==> src/rtl/etp_map.svh <==
// register offsets, field positions and option reset value of the eight-bit timer
`ifndef ETP_MAP_SVH
`define ETP_MAP_SVH
`define ETP_OFS_OPTION 4'h0
`define ETP_OFS_COUNT 4'h4
`define ETP_OFS_INTCTRL 4'h8
`define ETP_OFS_GATE 4'hc
`define ETP_BIT_BYPASS 3
`define ETP_BIT_EXTMODE 5
`define ETP_BIT_EXTEDGE 4
`define ETP_BIT_FLAG 2
`define ETP_BIT_IE 5
`define ETP_OPTION_RST 8'hff
`define ETP_PHASES 2'h3
`define ETP_RATIO_W 3
`endif

==> src/rtl/etp_pkg.sv <==
// types shared by the eight-bit timer files
package etp_pkg;
    typedef struct packed {
        logic bypass;
        logic [2:0] ratio;
        logic ext_mode;
        logic ext_falling;
    } etp_cfg_s;
    typedef enum logic [3:0] {
        ETP_FIRST_QUARTER = 4'h1,
        ETP_SECOND_QUARTER = 4'h2,
        ETP_THIRD_QUARTER = 4'h4,
        ETP_FOURTH_QUARTER = 4'h8
    } etp_phase_e;
endpackage : etp_pkg

==> src/rtl/etp_prescaler.sv <==
// dedicated power-of-two prescaler with bypass and clear
`timescale 1ns/1ps
`default_nettype none
`include "etp_map.svh"
module etp_prescaler (
    input wire logic clk_in,
    input wire logic rst_in,
    input wire logic tick_in,
    input wire logic clear_in,
    input wire etp_pkg::etp_cfg_s cfg_in,
    output logic tick_out
);
    logic [7:0] presc_reg;
    logic [7:0] presc_next;
    logic [7:0] mask;
    always_comb begin
        mask = 8'hff >> (3'h7 - cfg_in.ratio);
        presc_next = presc_reg;
        tick_out = 1'b0;
        if (clear_in) begin
            presc_next = 8'h00;
        end else if (tick_in) begin
            if (cfg_in.bypass) begin
                tick_out = 1'b1;
            end else begin
                presc_next = (presc_reg + 8'h01) & mask;
                tick_out = ((presc_reg & mask) == mask);
            end
        end
    end
    always_ff @(posedge clk_in or posedge rst_in) begin
        if (rst_in) begin
            presc_reg <= 8'h00;
        end else begin
            presc_reg <= presc_next;
        end
    end
    a_div_bypass: assert property (@(posedge clk_in) disable iff (rst_in)
        (tick_in && !clear_in && cfg_in.bypass) |-> tick_out)
        else $error("bypass did not pass tick");
    a_clear_presc: assert property (@(posedge clk_in) disable iff (rst_in)
        clear_in |=> presc_reg == 8'h00)
        else $error("prescaler not cleared by count write");
    a_idle_quiet: assert property (@(posedge clk_in) disable iff (rst_in)
        (!tick_in || clear_in) |-> !tick_out)
        else $error("prescaler ticked without input");
endmodule : etp_prescaler
`default_nettype wire

==> src/rtl/etp_timer.sv <==
// eight-bit timer with prescaler, overflow flag and gate pulse
`timescale 1ns/1ps
`default_nettype none
`include "etp_map.svh"
module etp_timer (
    input wire logic REF_CLK_IN,
    input wire logic SYS_RST_IN,
    input wire logic [3:0] AVS_ADDRESS_IN,
    input wire logic AVS_READ_IN,
    input wire logic AVS_WRITE_IN,
    input wire logic [31:0] AVS_WRITEDATA_IN,
    input wire logic [3:0] AVS_BYTEENABLE_IN,
    output logic [31:0] AVS_READDATA_OUT,
    output logic AVS_WAITREQUEST_OUT,
    input wire logic EXT_COUNT_CLOCK_IN,
    input wire logic SLEEP_IN,
    input wire logic [1:0] SLOW_GATE_SOURCE_SELECT_IN,
    output logic OVERFLOW_IRQ_OUT,
    output logic OVERFLOW_PULSE_OUT,
    output logic SLOW_GATE_OVF_OUT
);
    // ****************************************
    // phase generator and pin synchroniser
    // ****************************************
    etp_pkg::etp_phase_e phase_reg;
    etp_pkg::etp_phase_e phase_next;
    logic [1:0] ext_sync_reg;
    logic ext_sample_reg;
    logic ext_sample_next;
    logic ext_prev_reg;
    logic ext_prev_next;
    logic sample_phase;
    assign sample_phase = phase_reg == etp_pkg::ETP_SECOND_QUARTER
        || phase_reg == etp_pkg::ETP_FOURTH_QUARTER;
    always_comb begin
        case (phase_reg)
            etp_pkg::ETP_FIRST_QUARTER: phase_next = etp_pkg::ETP_SECOND_QUARTER;
            etp_pkg::ETP_SECOND_QUARTER: phase_next = etp_pkg::ETP_THIRD_QUARTER;
            etp_pkg::ETP_THIRD_QUARTER: phase_next = etp_pkg::ETP_FOURTH_QUARTER;
            etp_pkg::ETP_FOURTH_QUARTER: phase_next = etp_pkg::ETP_FIRST_QUARTER;
            default: phase_next = etp_pkg::ETP_FIRST_QUARTER;
        endcase
    end
    // second stage read only by the phase sampler
    always_comb begin
        ext_sample_next = ext_sample_reg;
        ext_prev_next = ext_prev_reg;
        if (sample_phase) begin
            ext_sample_next = ext_sync_reg[1];
            ext_prev_next = ext_sample_reg;
        end
    end
    always_ff @(posedge REF_CLK_IN or posedge SYS_RST_IN) begin
        if (SYS_RST_IN) begin
            phase_reg <= etp_pkg::ETP_FIRST_QUARTER;
            ext_sync_reg <= 2'h0;
            ext_sample_reg <= 1'b0;
            ext_prev_reg <= 1'b0;
        end else begin
            phase_reg <= phase_next;
            ext_sync_reg <= {ext_sync_reg[0], EXT_COUNT_CLOCK_IN};
            ext_sample_reg <= ext_sample_next;
            ext_prev_reg <= ext_prev_next;
        end
    end
    // ****************************************
    // registers
    // ****************************************
    logic [7:0] option_reg;
    logic [7:0] option_next;
    logic [7:0] count_reg;
    logic [7:0] count_next;
    logic flag_reg;
    logic flag_next;
    logic ie_reg;
    logic ie_next;
    logic pulse_reg;
    logic pulse_next;
    logic [31:0] rdata_reg;
    logic [31:0] rdata_next;
    etp_pkg::etp_cfg_s cfg;
    logic instr_tick;
    logic ext_edge;
    logic pre_in;
    logic pre_out;
    logic wr_count;
    logic wr_lo;
    logic wrap;
    logic wr_option;
    logic wr_intctrl;
    logic rd_take;
    logic rd_valid_reg;
    logic rd_valid_next;
    assign cfg.bypass = option_reg[`ETP_BIT_BYPASS];
    assign cfg.ratio = option_reg[`ETP_RATIO_W-1:0];
    assign cfg.ext_mode = option_reg[`ETP_BIT_EXTMODE];
    assign cfg.ext_falling = option_reg[`ETP_BIT_EXTEDGE];
    // one instruction cycle every four reference clocks
    assign instr_tick = (phase_reg == etp_pkg::ETP_FOURTH_QUARTER);
    assign ext_edge = sample_phase
        && (cfg.ext_falling ? (ext_prev_reg && !ext_sample_reg)
                            : (!ext_prev_reg && ext_sample_reg));
    // sleep gates the prescaler input so prescaler and count stop advancing
    assign pre_in = !SLEEP_IN && (cfg.ext_mode ? ext_edge : instr_tick);
    assign wr_lo = AVS_WRITE_IN && AVS_BYTEENABLE_IN[0];
    assign wr_count = wr_lo && AVS_ADDRESS_IN == `ETP_OFS_COUNT;
    assign wr_option = wr_lo && AVS_ADDRESS_IN == `ETP_OFS_OPTION;
    assign wr_intctrl = wr_lo && AVS_ADDRESS_IN == `ETP_OFS_INTCTRL;
    assign rd_take = AVS_READ_IN && !rd_valid_reg;
    etp_prescaler u_presc (
        .clk_in(REF_CLK_IN),
        .rst_in(SYS_RST_IN),
        .tick_in(pre_in),
        .clear_in(wr_count),
        .cfg_in(cfg),
        .tick_out(pre_out)
    );
    assign wrap = pre_out && !wr_count && count_reg == 8'hff;
    // ****************************************
    // configuration group
    // ****************************************
    always_comb begin
        option_next = option_reg;
        ie_next = ie_reg;
        if (wr_option) begin
            option_next = AVS_WRITEDATA_IN[7:0];
        end
        if (wr_intctrl) begin
            ie_next = AVS_WRITEDATA_IN[`ETP_BIT_IE];
        end
    end
    always_ff @(posedge REF_CLK_IN or posedge SYS_RST_IN) begin
        if (SYS_RST_IN) begin
            option_reg <= `ETP_OPTION_RST;
            ie_reg <= 1'b0;
        end else begin
            option_reg <= option_next;
            ie_reg <= ie_next;
        end
    end
    // ****************************************
    // count group
    // ****************************************
    // a write in the same cycle as a tick wins; that tick is lost
    always_comb begin
        count_next = count_reg;
        pulse_next = wrap;
        if (wr_count) begin
            count_next = AVS_WRITEDATA_IN[7:0];
        end else if (pre_out) begin
            count_next = count_reg + 8'h01;
        end
    end
    always_ff @(posedge REF_CLK_IN or posedge SYS_RST_IN) begin
        if (SYS_RST_IN) begin
            count_reg <= 8'h00;
            pulse_reg <= 1'b0;
        end else begin
            count_reg <= count_next;
            pulse_reg <= pulse_next;
        end
    end
    // ****************************************
    // flag group
    // ****************************************
    always_comb begin
        flag_next = flag_reg;
        if (wr_intctrl) begin
            flag_next = AVS_WRITEDATA_IN[`ETP_BIT_FLAG];
        end
        // set beats a simultaneous software clear
        if (wrap) begin
            flag_next = 1'b1;
        end
    end
    always_ff @(posedge REF_CLK_IN or posedge SYS_RST_IN) begin
        if (SYS_RST_IN) begin
            flag_reg <= 1'b0;
        end else begin
            flag_reg <= flag_next;
        end
    end
    // ****************************************
    // bus response group
    // ****************************************
    // one wait state per read buys read data straight from a flop
    always_comb begin
        rd_valid_next = rd_take;
        rdata_next = rdata_reg;
        if (rd_take) begin
            rdata_next = 32'h0;
            case (AVS_ADDRESS_IN)
                `ETP_OFS_OPTION: rdata_next = {24'h0, option_reg};
                `ETP_OFS_COUNT: rdata_next = {24'h0, count_reg};
                `ETP_OFS_INTCTRL: rdata_next = {26'h0, ie_reg, 2'h0, flag_reg, 2'h0};
                `ETP_OFS_GATE: rdata_next = {30'h0, SLOW_GATE_SOURCE_SELECT_IN};
                default: rdata_next = 32'h0;
            endcase
        end
    end
    always_ff @(posedge REF_CLK_IN or posedge SYS_RST_IN) begin
        if (SYS_RST_IN) begin
            rd_valid_reg <= 1'b0;
            rdata_reg <= 32'h0;
        end else begin
            rd_valid_reg <= rd_valid_next;
            rdata_reg <= rdata_next;
        end
    end
    // ****************************************
    // outputs
    // ****************************************
    // reads wait one cycle, writes none
    assign AVS_WAITREQUEST_OUT = rd_take;
    assign AVS_READDATA_OUT = rdata_reg;
    // level request only; no wake path out of sleep exists
    assign OVERFLOW_IRQ_OUT = flag_reg && ie_reg && !SLEEP_IN;
    assign OVERFLOW_PULSE_OUT = pulse_reg;
    assign SLOW_GATE_OVF_OUT = pulse_reg && SLOW_GATE_SOURCE_SELECT_IN == 2'h1;
    // ****************************************
    // checks
    // ****************************************
    a_flag_sticky: assert property (@(posedge REF_CLK_IN) disable iff (SYS_RST_IN)
        (flag_reg && !(wr_lo && AVS_ADDRESS_IN == `ETP_OFS_INTCTRL)) |=> flag_reg)
        else $error("overflow flag cleared by hardware");
    a_flag_on_wrap: assert property (@(posedge REF_CLK_IN) disable iff (SYS_RST_IN)
        wrap |=> flag_reg && count_reg == 8'h00)
        else $error("wrap did not set flag");
    a_pulse_wrap: assert property (@(posedge REF_CLK_IN) disable iff (SYS_RST_IN)
        OVERFLOW_PULSE_OUT |-> $past(count_reg) == 8'hff && count_reg == 8'h00)
        else $error("pulse without wrap");
    a_sleep_hold: assert property (@(posedge REF_CLK_IN) disable iff (SYS_RST_IN)
        (SLEEP_IN && !wr_count) |=> $stable(count_reg))
        else $error("count moved during sleep");
    a_irq_gate: assert property (@(posedge REF_CLK_IN) disable iff (SYS_RST_IN)
        OVERFLOW_IRQ_OUT |-> ie_reg && flag_reg)
        else $error("irq without enable");
    a_gate_route: assert property (@(posedge REF_CLK_IN) disable iff (SYS_RST_IN)
        SLOW_GATE_OVF_OUT |-> SLOW_GATE_SOURCE_SELECT_IN == 2'h1 && pulse_reg)
        else $error("gate routed wrongly");
    a_write_count: assert property (@(posedge REF_CLK_IN) disable iff (SYS_RST_IN)
        wr_count |=> count_reg == $past(AVS_WRITEDATA_IN[7:0]))
        else $error("count write lost");
    a_timer_rate: assert property (@(posedge REF_CLK_IN) disable iff (SYS_RST_IN)
        (cfg.bypass && !cfg.ext_mode && !SLEEP_IN && !wr_count && instr_tick)
        |=> count_reg == $past(count_reg) + 8'h01)
        else $error("timer did not advance");
    a_irq_raise: assert property (@(posedge REF_CLK_IN) disable iff (SYS_RST_IN)
        (wrap && ie_reg && !wr_intctrl) |=> (OVERFLOW_IRQ_OUT || SLEEP_IN))
        else $error("wrap with enable gave no irq");
    a_irq_sleep: assert property (@(posedge REF_CLK_IN) disable iff (SYS_RST_IN)
        SLEEP_IN |-> !OVERFLOW_IRQ_OUT)
        else $error("irq raised during sleep");
    a_ie_write: assert property (@(posedge REF_CLK_IN) disable iff (SYS_RST_IN)
        wr_intctrl |=> ie_reg == $past(AVS_WRITEDATA_IN[`ETP_BIT_IE]))
        else $error("enable write lost");
    a_flag_write: assert property (@(posedge REF_CLK_IN) disable iff (SYS_RST_IN)
        (wr_intctrl && !wrap) |=> flag_reg == $past(AVS_WRITEDATA_IN[`ETP_BIT_FLAG]))
        else $error("flag write lost");
    a_pulse_single: assert property (@(posedge REF_CLK_IN) disable iff (SYS_RST_IN)
        OVERFLOW_PULSE_OUT |=> !OVERFLOW_PULSE_OUT)
        else $error("overflow pulse longer than one cycle");
    a_gate_follow: assert property (@(posedge REF_CLK_IN) disable iff (SYS_RST_IN)
        (OVERFLOW_PULSE_OUT && SLOW_GATE_SOURCE_SELECT_IN == 2'h1) |-> SLOW_GATE_OVF_OUT)
        else $error("gate missed overflow");
    a_ext_sample: assert property (@(posedge REF_CLK_IN) disable iff (SYS_RST_IN)
        !$stable(ext_sample_reg) |-> $past(phase_reg) == etp_pkg::ETP_SECOND_QUARTER
            || $past(phase_reg) == etp_pkg::ETP_FOURTH_QUARTER)
        else $error("pin sampled off phase");
    a_ext_quiet: assert property (@(posedge REF_CLK_IN) disable iff (SYS_RST_IN)
        (cfg.ext_mode && !ext_edge && !wr_count) |=> $stable(count_reg))
        else $error("count moved without pin edge");
    a_count_hold: assert property (@(posedge REF_CLK_IN) disable iff (SYS_RST_IN)
        (!pre_out && !wr_count) |=> $stable(count_reg))
        else $error("count moved without tick");
    a_option_write: assert property (@(posedge REF_CLK_IN) disable iff (SYS_RST_IN)
        wr_option |=> option_reg == $past(AVS_WRITEDATA_IN[7:0]))
        else $error("option write lost");
    // ****************************************
    // bus checks
    // ****************************************
    a_read_one_wait: assert property (@(posedge REF_CLK_IN) disable iff (SYS_RST_IN)
        (AVS_READ_IN && AVS_WAITREQUEST_OUT) |=> !AVS_WAITREQUEST_OUT)
        else $error("read waited more than one cycle");
    a_write_nowait: assert property (@(posedge REF_CLK_IN) disable iff (SYS_RST_IN)
        (AVS_WRITE_IN && !AVS_READ_IN) |-> !AVS_WAITREQUEST_OUT)
        else $error("write was stalled");
    a_rdata_hold: assert property (@(posedge REF_CLK_IN) disable iff (SYS_RST_IN)
        !rd_take |=> $stable(AVS_READDATA_OUT))
        else $error("read data moved without a read");
    a_unmapped_zero: assert property (@(posedge REF_CLK_IN) disable iff (SYS_RST_IN)
        (rd_take && AVS_ADDRESS_IN == 4'h1) |=> AVS_READDATA_OUT == 32'h0)
        else $error("unmapped address read nonzero");
endmodule : etp_timer
`default_nettype wire

==> config.mk <==
export PLATFORM = sky130hd
export DESIGN_NAME = etp_timer
export DESIGN_NICKNAME = d
export VERILOG_FILES = /design/src/rtl/etp_pkg.sv /design/src/rtl/etp_prescaler.sv /design/src/rtl/etp_timer.sv
export VERILOG_INCLUDE_DIRS = /design/src /design/src/rtl
export SDC_FILE = /design/constraint.sdc
export NUM_CORES = 1
export LEC_CHECK = 0
export ABC_AREA = 1
export BUFFER_PORTS_ARGS = -buffer_cell sky130_fd_sc_hd__buf_4
export CORE_MARGIN = 2
export CORE_UTILIZATION = 51
export CTS_CLUSTER_DIAMETER = 200
export DETAILED_ROUTE_END_ITERATION = 7
export GPL_TIMING_DRIVEN = 0
export HOLD_SLACK_MARGIN = 0.08
export PLACE_DENSITY = 0.83
export REMOVE_ABC_BUFFERS = 1
export SETUP_SLACK_MARGIN = 0.2
export SYNTH_ARGS = -nofsm -noshare
export SYNTH_HDL_FRONTEND = slang
export SYNTH_SLANG_ARGS = --single-unit
==> constraint.sdc <==
create_clock -name REF_CLK_IN -period 2.03 [get_ports REF_CLK_IN]
set_clock_uncertainty 0.2 [all_clocks]
set_input_delay 0.609 -clock REF_CLK_IN [delete_from_list [all_inputs] [get_ports REF_CLK_IN]]
set_output_delay 0.609 -clock REF_CLK_IN [all_outputs]
set_load 0.02 [all_outputs]
==> reports/results.ini, run 1 <==
[timing]
rsz0062_at_grt = yes
timing.fmax_ghz = 0.540
finalCritPeriodShare_pct = 91.3
drv_slew = 0
setup_viol = 0
hold_viol = 0
period_needed_ns = 1.85
fin_setup_tns_ns = 0

[placement]
dpl.hpwl_mm = 4.16
portBuffers = 32
routabilityCongestion = 0.851

[routing]
first_iter_violations = 222
vias = 2415
first_pass_iters = 5
drc_errors = 0
drt-total-wl_mm = 6.25
ant_nets = 0
wl_per_cell_um = 13.6
viasPerCell = 5.26

[run]
maxCapViolations = 0

[logic_synthesis]
avgSynthCellArea_um2 = 7.84
yosys.area.top_type_share_pct = 33.0
yosys.area.top_type = dfrtp_1
synthTopCellsByCount = 93 x nand2_1, 37 x inv_1, 35 x dfrtp_1
ys_types = 35
synth.most_common_cell = nand2_1
synthesis.area_um2 = 2660
synthSimpleGateAreaFrac_pct = 31.2
synth_area_leaders = dfrtp_1 33%, nand2_1 13%, dfstp_2 8.9%
synth_adder_area_share_pct = 0.942
synth-seq-cells = 44
synth_compound_area_share_pct = 8.66
synth_top_family_by_area = simple AND/OR/NAND/NOR gates
synth_cells = 339
synth-seq-area-share_pct = 41.9
synth_edf_count = 0
ys_async_sr_fraction_pct = 100
synth_mux_area_share_pct = 0.424
synthFlopType = dfrtp_1
synth-xor-area-share_pct = 2.31
yosysWarnings = 0

[clocking]
cts_max_level = 2
cts_tree = done
cts-root-buf = clkbuf_8
clk_pin_slew_ns = 0.09
cts.sinks = 44
cts_buffers = 5
clock_latency_ns = 0.31
clk_path_buf_depth = 2

[global_routing]
grt_overflow = 0
antenna_found_initial = 0
grt.total_usage_pct = 20.9
grt_first_pass_wirelength_mm = 9.87
grt_max_degree = 45
grt_pass1_vias = 2187

[worst_setup_path]
path_max_fanout = 2
path_class = in2out
crit_path_start_kind = input port
required_ns = 1.22
cp-end-kind = primary output
cp.arrival_ns = 1.04

[worst_hold_path]
hold_class = in2async

[layout]
antennaDiodeCount = 0
final_nets = 438
multi_input_area_um2 = 1290
final_util_pct = 61.9
regArea_um2 = 1110
area_growth_pct = 18.2
n_fill_cell = 429
drive_above_1_share_pct = 23.9

[die]
dieArea_um2 = 5800
fp.dieH_um = 76.2
fp.dieW_um = 76.2
io_pins = 84
core_um2 = 5070
rows = 26
initial_utilization_pct = 52.4

[power]
p_leak_nw = 1.65
ir_drop_mv = 0.343
power.density_nw_per_um2 = 775
totalPowerFinal_mw = 2.44

[run_status]
status = finished clean

## cells by family (layout without fill, tap and decap cells)
kind of cell / count (synthesis) / count (layout)
and+or+nand+nor: 173 / 175
other: 1 / 24
AOI/OAI and AO/OA: 40 / 40
adders and majority gates: 2 / 2
muxes: 1 / 1
buffers and inverters: 71 / 96
xor gates and xnor gates: 7 / 7
DFF: 44 / 44
## where the power goes
part | total (mW) | internal [mW] | switching, mW
combinational | 0.574 | 0.222 | 0.353
clock | 0.705 | 0.371 | 0.334
sequential | 1.16 | 1.02 | 0.136
total | 2.44 | 1.61 | 0.823
## path summary, 6_finish.rpt
kind                                               endpoint                      start  cells past startpoint  slack (ns)
setup / recovery                           OVERFLOW_IRQ_OUT                   SLEEP_IN                      3        0.18
hold / removal                       phase_reg[1]$_DFF_PP0_                 SYS_RST_IN                      3        0.12
hold reg to reg                   ext_sync_reg[1]$_DFF_PP0_  ext_sync_reg[0]$_DFF_PP0_                      0        0.16
max in group asynchronous         option_reg[0]$_DFFE_PP1P_                 SYS_RST_IN                      3        1.23
setup reg to reg           u_presc.presc_reg[4]$_DFFE_PP0P_  option_reg[4]$_DFFE_PP1P_                      9        0.24
min in group REF_CLK_IN           ext_sync_reg[1]$_DFF_PP0_  ext_sync_reg[0]$_DFF_PP0_                      0        0.16
## per-stage QoR
step,std cells,hold WS [ns],cell area (um2),setup WS (ns)
4_1_cts,446,0.127,3010,0.176
5_1_grt,459,0.132,3140,0.123
6_report,459,0.119,3140,0.177
3_5_place_dp,437,0.147,2880,-0.139
2_1_floorplan,334,0.131,2530,0.115
3_3_place_gp,436,0.135,2860,-0.377
## placed cells by master (no fill, tap or decap), types with 3 or more instances in the layout
master and instances:
nand2_1 92, buf_4 41, dfrtp_1 35, inv_1 35, nand3_1 29, conb_1 24
o21ai_0 20, nor2_1 17, nand4_1 9, dfstp_2 9, a21oi_1 7, o21ai_1 7
inv_2 6, nand2_4 5, xor2_1 5, clkbuf_8 5, nand3_2 4, nor3_1 4
nand2_2 4, nor4_1 3
## what timing repair did
item                                    in CTS  in global routing
resized for setup                            3                  8
endpoints found under the setup margin       3                 26
hold buffers                                 0                  0
gates cloned                                 0                  2
buffers inserted                             1                 11
pin swaps                                    1                  7
## worst max-delay path, stage by stage
cell    delay, ns
buf_4        0.11
nor3_2       0.16
buf_4        0.16
## metal layers
layer	vias up	track usage (%)	part of all wire [%]
li1	1139	-	-
met1	1124	27.4	42
met2	131	34.0	47
met3	21	4.27	7.6
met4	0	8.73	3.4
met5	-	0	0
## final cells by class
class,count,area share [%]
Multi-Input combinational cell,249,40.9
Sequential cell,44,35.4
Timing Repair Buffer,45,11.8
Inverter,43,5.38
Tap cell,70,2.79
Clock buffer,5,2.19
Clock inverter,3,1.51
No activity file was read; power rests on OpenSTA's default activity.
==> run 2, diff against run 1 <==
CORE_ASPECT_RATIO = 2   (was unset)
==> reports/results.ini, run 2 (synthesis results as in run 1) <==
[routing]
vias = 2296
viasPerCell = 5.14
wl_per_cell_um = 13.5
first_pass_iters = 4
drc_errors = 0
drt-total-wl_mm = 6.04
first_iter_violations = 57
ant_nets = 0

[timing]
finalCritPeriodShare_pct = 90.4
drv_slew = 0
relSlewSlack_pct = 63.8
hold_slack_ns = 0.155
setup_viol = 0
period_needed_ns = 1.83
hold_viol = 0
worst_pin_slew_ns = 0.538
rsz0062_at_grt = yes
fin_setup_tns_ns = 0
timing.fmax_ghz = 0.545

[global_routing]
grt.total_usage_pct = 22.5
grt_overflow = 0
grt_pass1_vias = 2128
grt_max_degree = 44
grt_first_pass_wirelength_mm = 9.36
antenna_found_initial = 0

[worst_setup_path]
path_class = in2out
path_max_fanout = 2
cp.arrival_ns = 1.03
crit_path_start_kind = input port
cp-end-kind = primary output
required_ns = 1.22
rr_worst_depth = 9

[layout]
fin_area_um2 = 3130
final_common_cell = nand2_1
drive_above_1_share_pct = 24.2
antennaDiodeCount = 0
final_nets = 438
final_util_pct = 61.5
area_growth_pct = 17.9
n_fill_cell = 441
layout_common_cells = 92 x nand2_1, 42 x buf_4, 34 x dfrtp_1, 34 x inv_1, 29 x nand3_1

[die]
fp.dieH_um = 106
dieArea_um2 = 5840
io_pins = 84
rows = 37
core_um2 = 5090
initial_utilization_pct = 52.2
fp.dieW_um = 55.0

[power]
totalPowerFinal_mw = 2.48
p_leak_nw = 1.65
ir_drop_mv = 0.778
power.density_nw_per_um2 = 791

[placement]
portBuffers = 32
place_area_um2 = 2860
routabilityCongestion = 0.900
dpl.hpwl_mm = 4.41

[clocking]
clock_latency_ns = 0.32
cts.sinks = 44
clk_path_buf_depth = 2
clk_pin_slew_ns = 0.08
cts_max_level = 2
cts_buffers = 5
cts-root-buf = clkbuf_8
cts_tree = done

[run_status]
status = finished clean

[worst_hold_path]
hold_depth = 0
hold_class = reg2reg

[run]
maxCapViolations = 0

## run 2: timing repair
action / in CTS / in global routing
hold endpoints to repair: 1 / 0
gates cloned: 0 / 1
pin swaps: 1 / 6
endpoints found under the setup margin: 3 / 20
buffers inserted: 1 / 11
gates resized for setup: 3 / 10
hold buffers: 1 / 0
## run 2: final timing paths
check | from | end | slack [ns]
worst max-delay path | SLEEP_IN | OVERFLOW_IRQ_OUT | 0.20
worst min-delay path | ext_sync_reg[0]$_DFF_PP0_ | ext_sync_reg[1]$_DFF_PP0_ | 0.15
worst min register to register | ext_sync_reg[0]$_DFF_PP0_ | ext_sync_reg[1]$_DFF_PP0_ | 0.15
worst max register to register | phase_reg[1]$_DFF_PP0_ | u_presc.presc_reg[0]$_DFFE_PP0P_ | 0.26
max in group asynchronous | SYS_RST_IN | option_reg[0]$_DFFE_PP1P_ | 0.66
min in group asynchronous | SYS_RST_IN | ext_sync_reg[0]$_DFF_PP0_ | 0.50
## run 2: metrics by stage
stage	instances	setup WS, ns
finish	447	0.196
global route	447	0.173
CTS	435	0.173
detailed placement	425	-0.197
global placement	424	-0.401
floorplan	334	0.115
## run 2: per-layer routing
metal | vias up | GRT usage (%) | part of all wire [%]
met2 | 79 | 40.7 | 58
li1 | 1140 | - | -
met1 | 1063 | 21.7 | 34
met4 | 0 | 10.3 | 2.8
met3 | 14 | 6.18 | 5.3
met5 | - | 0 | 0
## run 2: area by class of cell
cell class | instances | area (um2) | share of cell area [%]
repair buffers | 46 | 368 | 11.7
clock buffers | 7 | 96.3 | 3.08
inverters | 43 | 169 | 5.39
clock inverters | 1 | 30.0 | 0.958
well taps | 58 | 72.6 | 2.32
multi-input cells | 248 | 1280 | 41.0
flip-flops and latches | 44 | 1110 | 35.5
## run 2: report_power, final
group / switching, mW / leakage [nW] / internal [mW]
logic: 0.343 / 1.03 / 0.227
clock network: 0.323 / 0.0645 / 0.434
registers: 0.131 / 0.557 / 1.02
total: 0.797 / 1.65 / 1.68
## run 2: critical path, cell delays in order
cell,delay [ns]
buf_6,0.10
nor3_2,0.16
buf_4,0.16
==> run 3, diff against run 2 <==
CORE_UTILIZATION = 55   (was 51)
PLACE_DENSITY = 0.88   (was 0.83)
RECOVER_POWER = 25   (was unset)
clock period = 2.15 ns   (was 2.03 ns; I/O delays follow)
==> reports/results.ini, run 3 (synthesis results as in run 1) <==
[power]
totalPowerFinal_mw = 2.19
p_switching_uw = 733
p_leak_nw = 1.59
clockPowerShare_pct = 26.2
switching_share_pct = 33.5
p_comb_share_pct = 24.1
seqPwrFrac_pct = 49.7
power.density_nw_per_um2 = 729
internal-power_mw = 1.46
ir_drop_mv = 0.421

[timing]
period_needed_ns = 1.93
finalCritPeriodShare_pct = 89.6
worst_pin_slew_ns = 0.832
drv_slew = 0
timing.fmax_ghz = 0.519
relSlewSlack_pct = 44.6
hold_slack_ns = 0.143
setup_viol = 0
hold_viol = 0
rsz0062_at_grt = no

[die]
dieArea_um2 = 5440
io_pins = 84
initial_utilization_pct = 57.3
fp.dieH_um = 102
rows = 35
core_um2 = 4640
fp.dieW_um = 53.2

[worst_setup_path]
crit_family = buffers and inverters
critPathMostFrequentCell = buf_4
crit_path_top_delay_cell = nor3_2
cp.arrival_ns = 1.08
cp_num_buf_inv = 2
required_ns = 1.30
rr_worst_depth = 9
worstSetupPathDepth = 3
crit_chain = buf_4, nor3_2, buf_4
path_class = in2out
path_max_fanout = 2
crit_path_max_incr_delay_ns = 0.16
cp-end-kind = primary output
crit_path_start_kind = input port

[routing]
first_pass_iters = 4
drt-total-wl_mm = 6.26
vias = 2331
drc_errors = 0
first_iter_violations = 78
ant_nets = 0
wl_per_cell_um = 14.4
viasPerCell = 5.35

[layout]
final_nets = 430
antennaDiodeCount = 0
area_growth_pct = 13.1
n_fill_cell = 398
drive_above_1_share_pct = 21.3
final_common_cell = nand2_1
final_util_pct = 64.7
layout_common_cells = 92 x nand2_1, 37 x inv_1, 36 x buf_4
fin_cells = 436

[clocking]
clock_latency_ns = 0.30
clk_path_buf_depth = 2
cts_tree = done
cts_max_level = 2
cts-root-buf = clkbuf_8
clk_pin_slew_ns = 0.08
cts_buffers = 5
cts.sinks = 44

[global_routing]
grt.total_usage_pct = 24.8
antenna_found_initial = 0
grt_pass1_vias = 2267
grt_overflow = 0
grt_max_degree = 35
grt_first_pass_wirelength_mm = 9.85

[placement]
portBuffers = 32
routabilityCongestion = 0.899
dpl.hpwl_mm = 4.53
placedCellCount = 422

[run]
maxCapViolations = 0

[worst_hold_path]
hold_class = in2async

[run_status]
status = finished clean

-- run 3: changes by cell type in the layout (fill, tap and decap cells not counted), moves of 2 or more --
cell      delta
buf_4        -6
inv_1        +3
inv_2        -3
buf_6        -2
clkbuf_4     +2
o21ai_0      +2
-- run 3: cell type report --
class	instances	area (um2)	share of cell area, %
clock buffer	8	100	3.33
inverter	43	169	5.62
multi-input combinational	247	1260	42.1
sequential	44	1110	37.0
tap	55	68.8	2.29
timing repair buffer	39	290	9.66
-- run 3: layer usage --
layer | GRT usage [%] | wire (um) | part of all wire (%) | vias to the layer above
li1 | - | - | - | 1125
met1 | 23.0 | 2130 | 34 | 1094
met2 | 47.2 | 3540 | 57 | 86
met3 | 4.09 | 298 | 4.8 | 26
met4 | 15.0 | 289 | 4.6 | 0
met5 | 0 | 0 | 0 | -
-- run 3: through the flow --
| step | area (um2) | TNS [ns] | worst slack, ns |
|---|---|---|---|
| finish | 3010 | 0 | 0.225 |
| global route | 3010 | 0 | 0.192 |
| CTS | 2980 | 0 | 0.200 |
| detailed placement | 2860 | -0.221 | -0.131 |
| global placement | 2840 | -10.59 | -0.303 |
| floorplan | 2530 | 0 | 0.163 |
-- run 3: path summary, 6_finish.rpt --
kind                                      startpoint                               end  slack (ns)
setup / recovery                            SLEEP_IN                  OVERFLOW_IRQ_OUT        0.22
hold / removal                            SYS_RST_IN  u_presc.presc_reg[0]$_DFFE_PP0P_        0.14
setup reg to reg              phase_reg[1]$_DFF_PP0_          count_reg[4]$_DFFE_PP0P_        0.38
hold reg to reg            ext_sync_reg[0]$_DFF_PP0_         ext_sync_reg[1]$_DFF_PP0_        0.15
max in group asynchronous                 SYS_RST_IN          count_reg[0]$_DFFE_PP0P_        0.45
min in group REF_CLK_IN    ext_sync_reg[0]$_DFF_PP0_         ext_sync_reg[1]$_DFF_PP0_        0.15
-- run 3: power groups by stage --
stage / registers, mW / clock network (mW) / logic [mW]
after detailed placement: 1.10 / 0 / 0.513
after global routing: 1.11 / 0.624 / 0.592
final: 1.09 / 0.573 / 0.527
after global placement: 1.09 / 0 / 0.489
after floorplan: 1.08 / 0 / 0.370
after CTS: 1.08 / 0.576 / 0.525
-- run 3: worst reg2reg max path: stages (launching register included) --
cell and delay [ns]:
dfrtp_1 0.43, nor2_2 0.14, nand3_1 0.09, nand2_2 0.11, nand2_2 0.07, a21oi_4 0.25
nand2_4 0.15, nand2_4 0.14, nand2_1 0.06, nand2_1 0.07
-- run 3: repair_timing --
| item | 4_1_cts | 5_1_grt |
|---|---|---|
| endpoints found under the setup margin | 3 | 3 |
| buffers inserted | 1 | 5 |
| resized for setup | 3 | 1 |
| hold buffers | 0 | 0 |
| pin swaps | 1 | 1 |
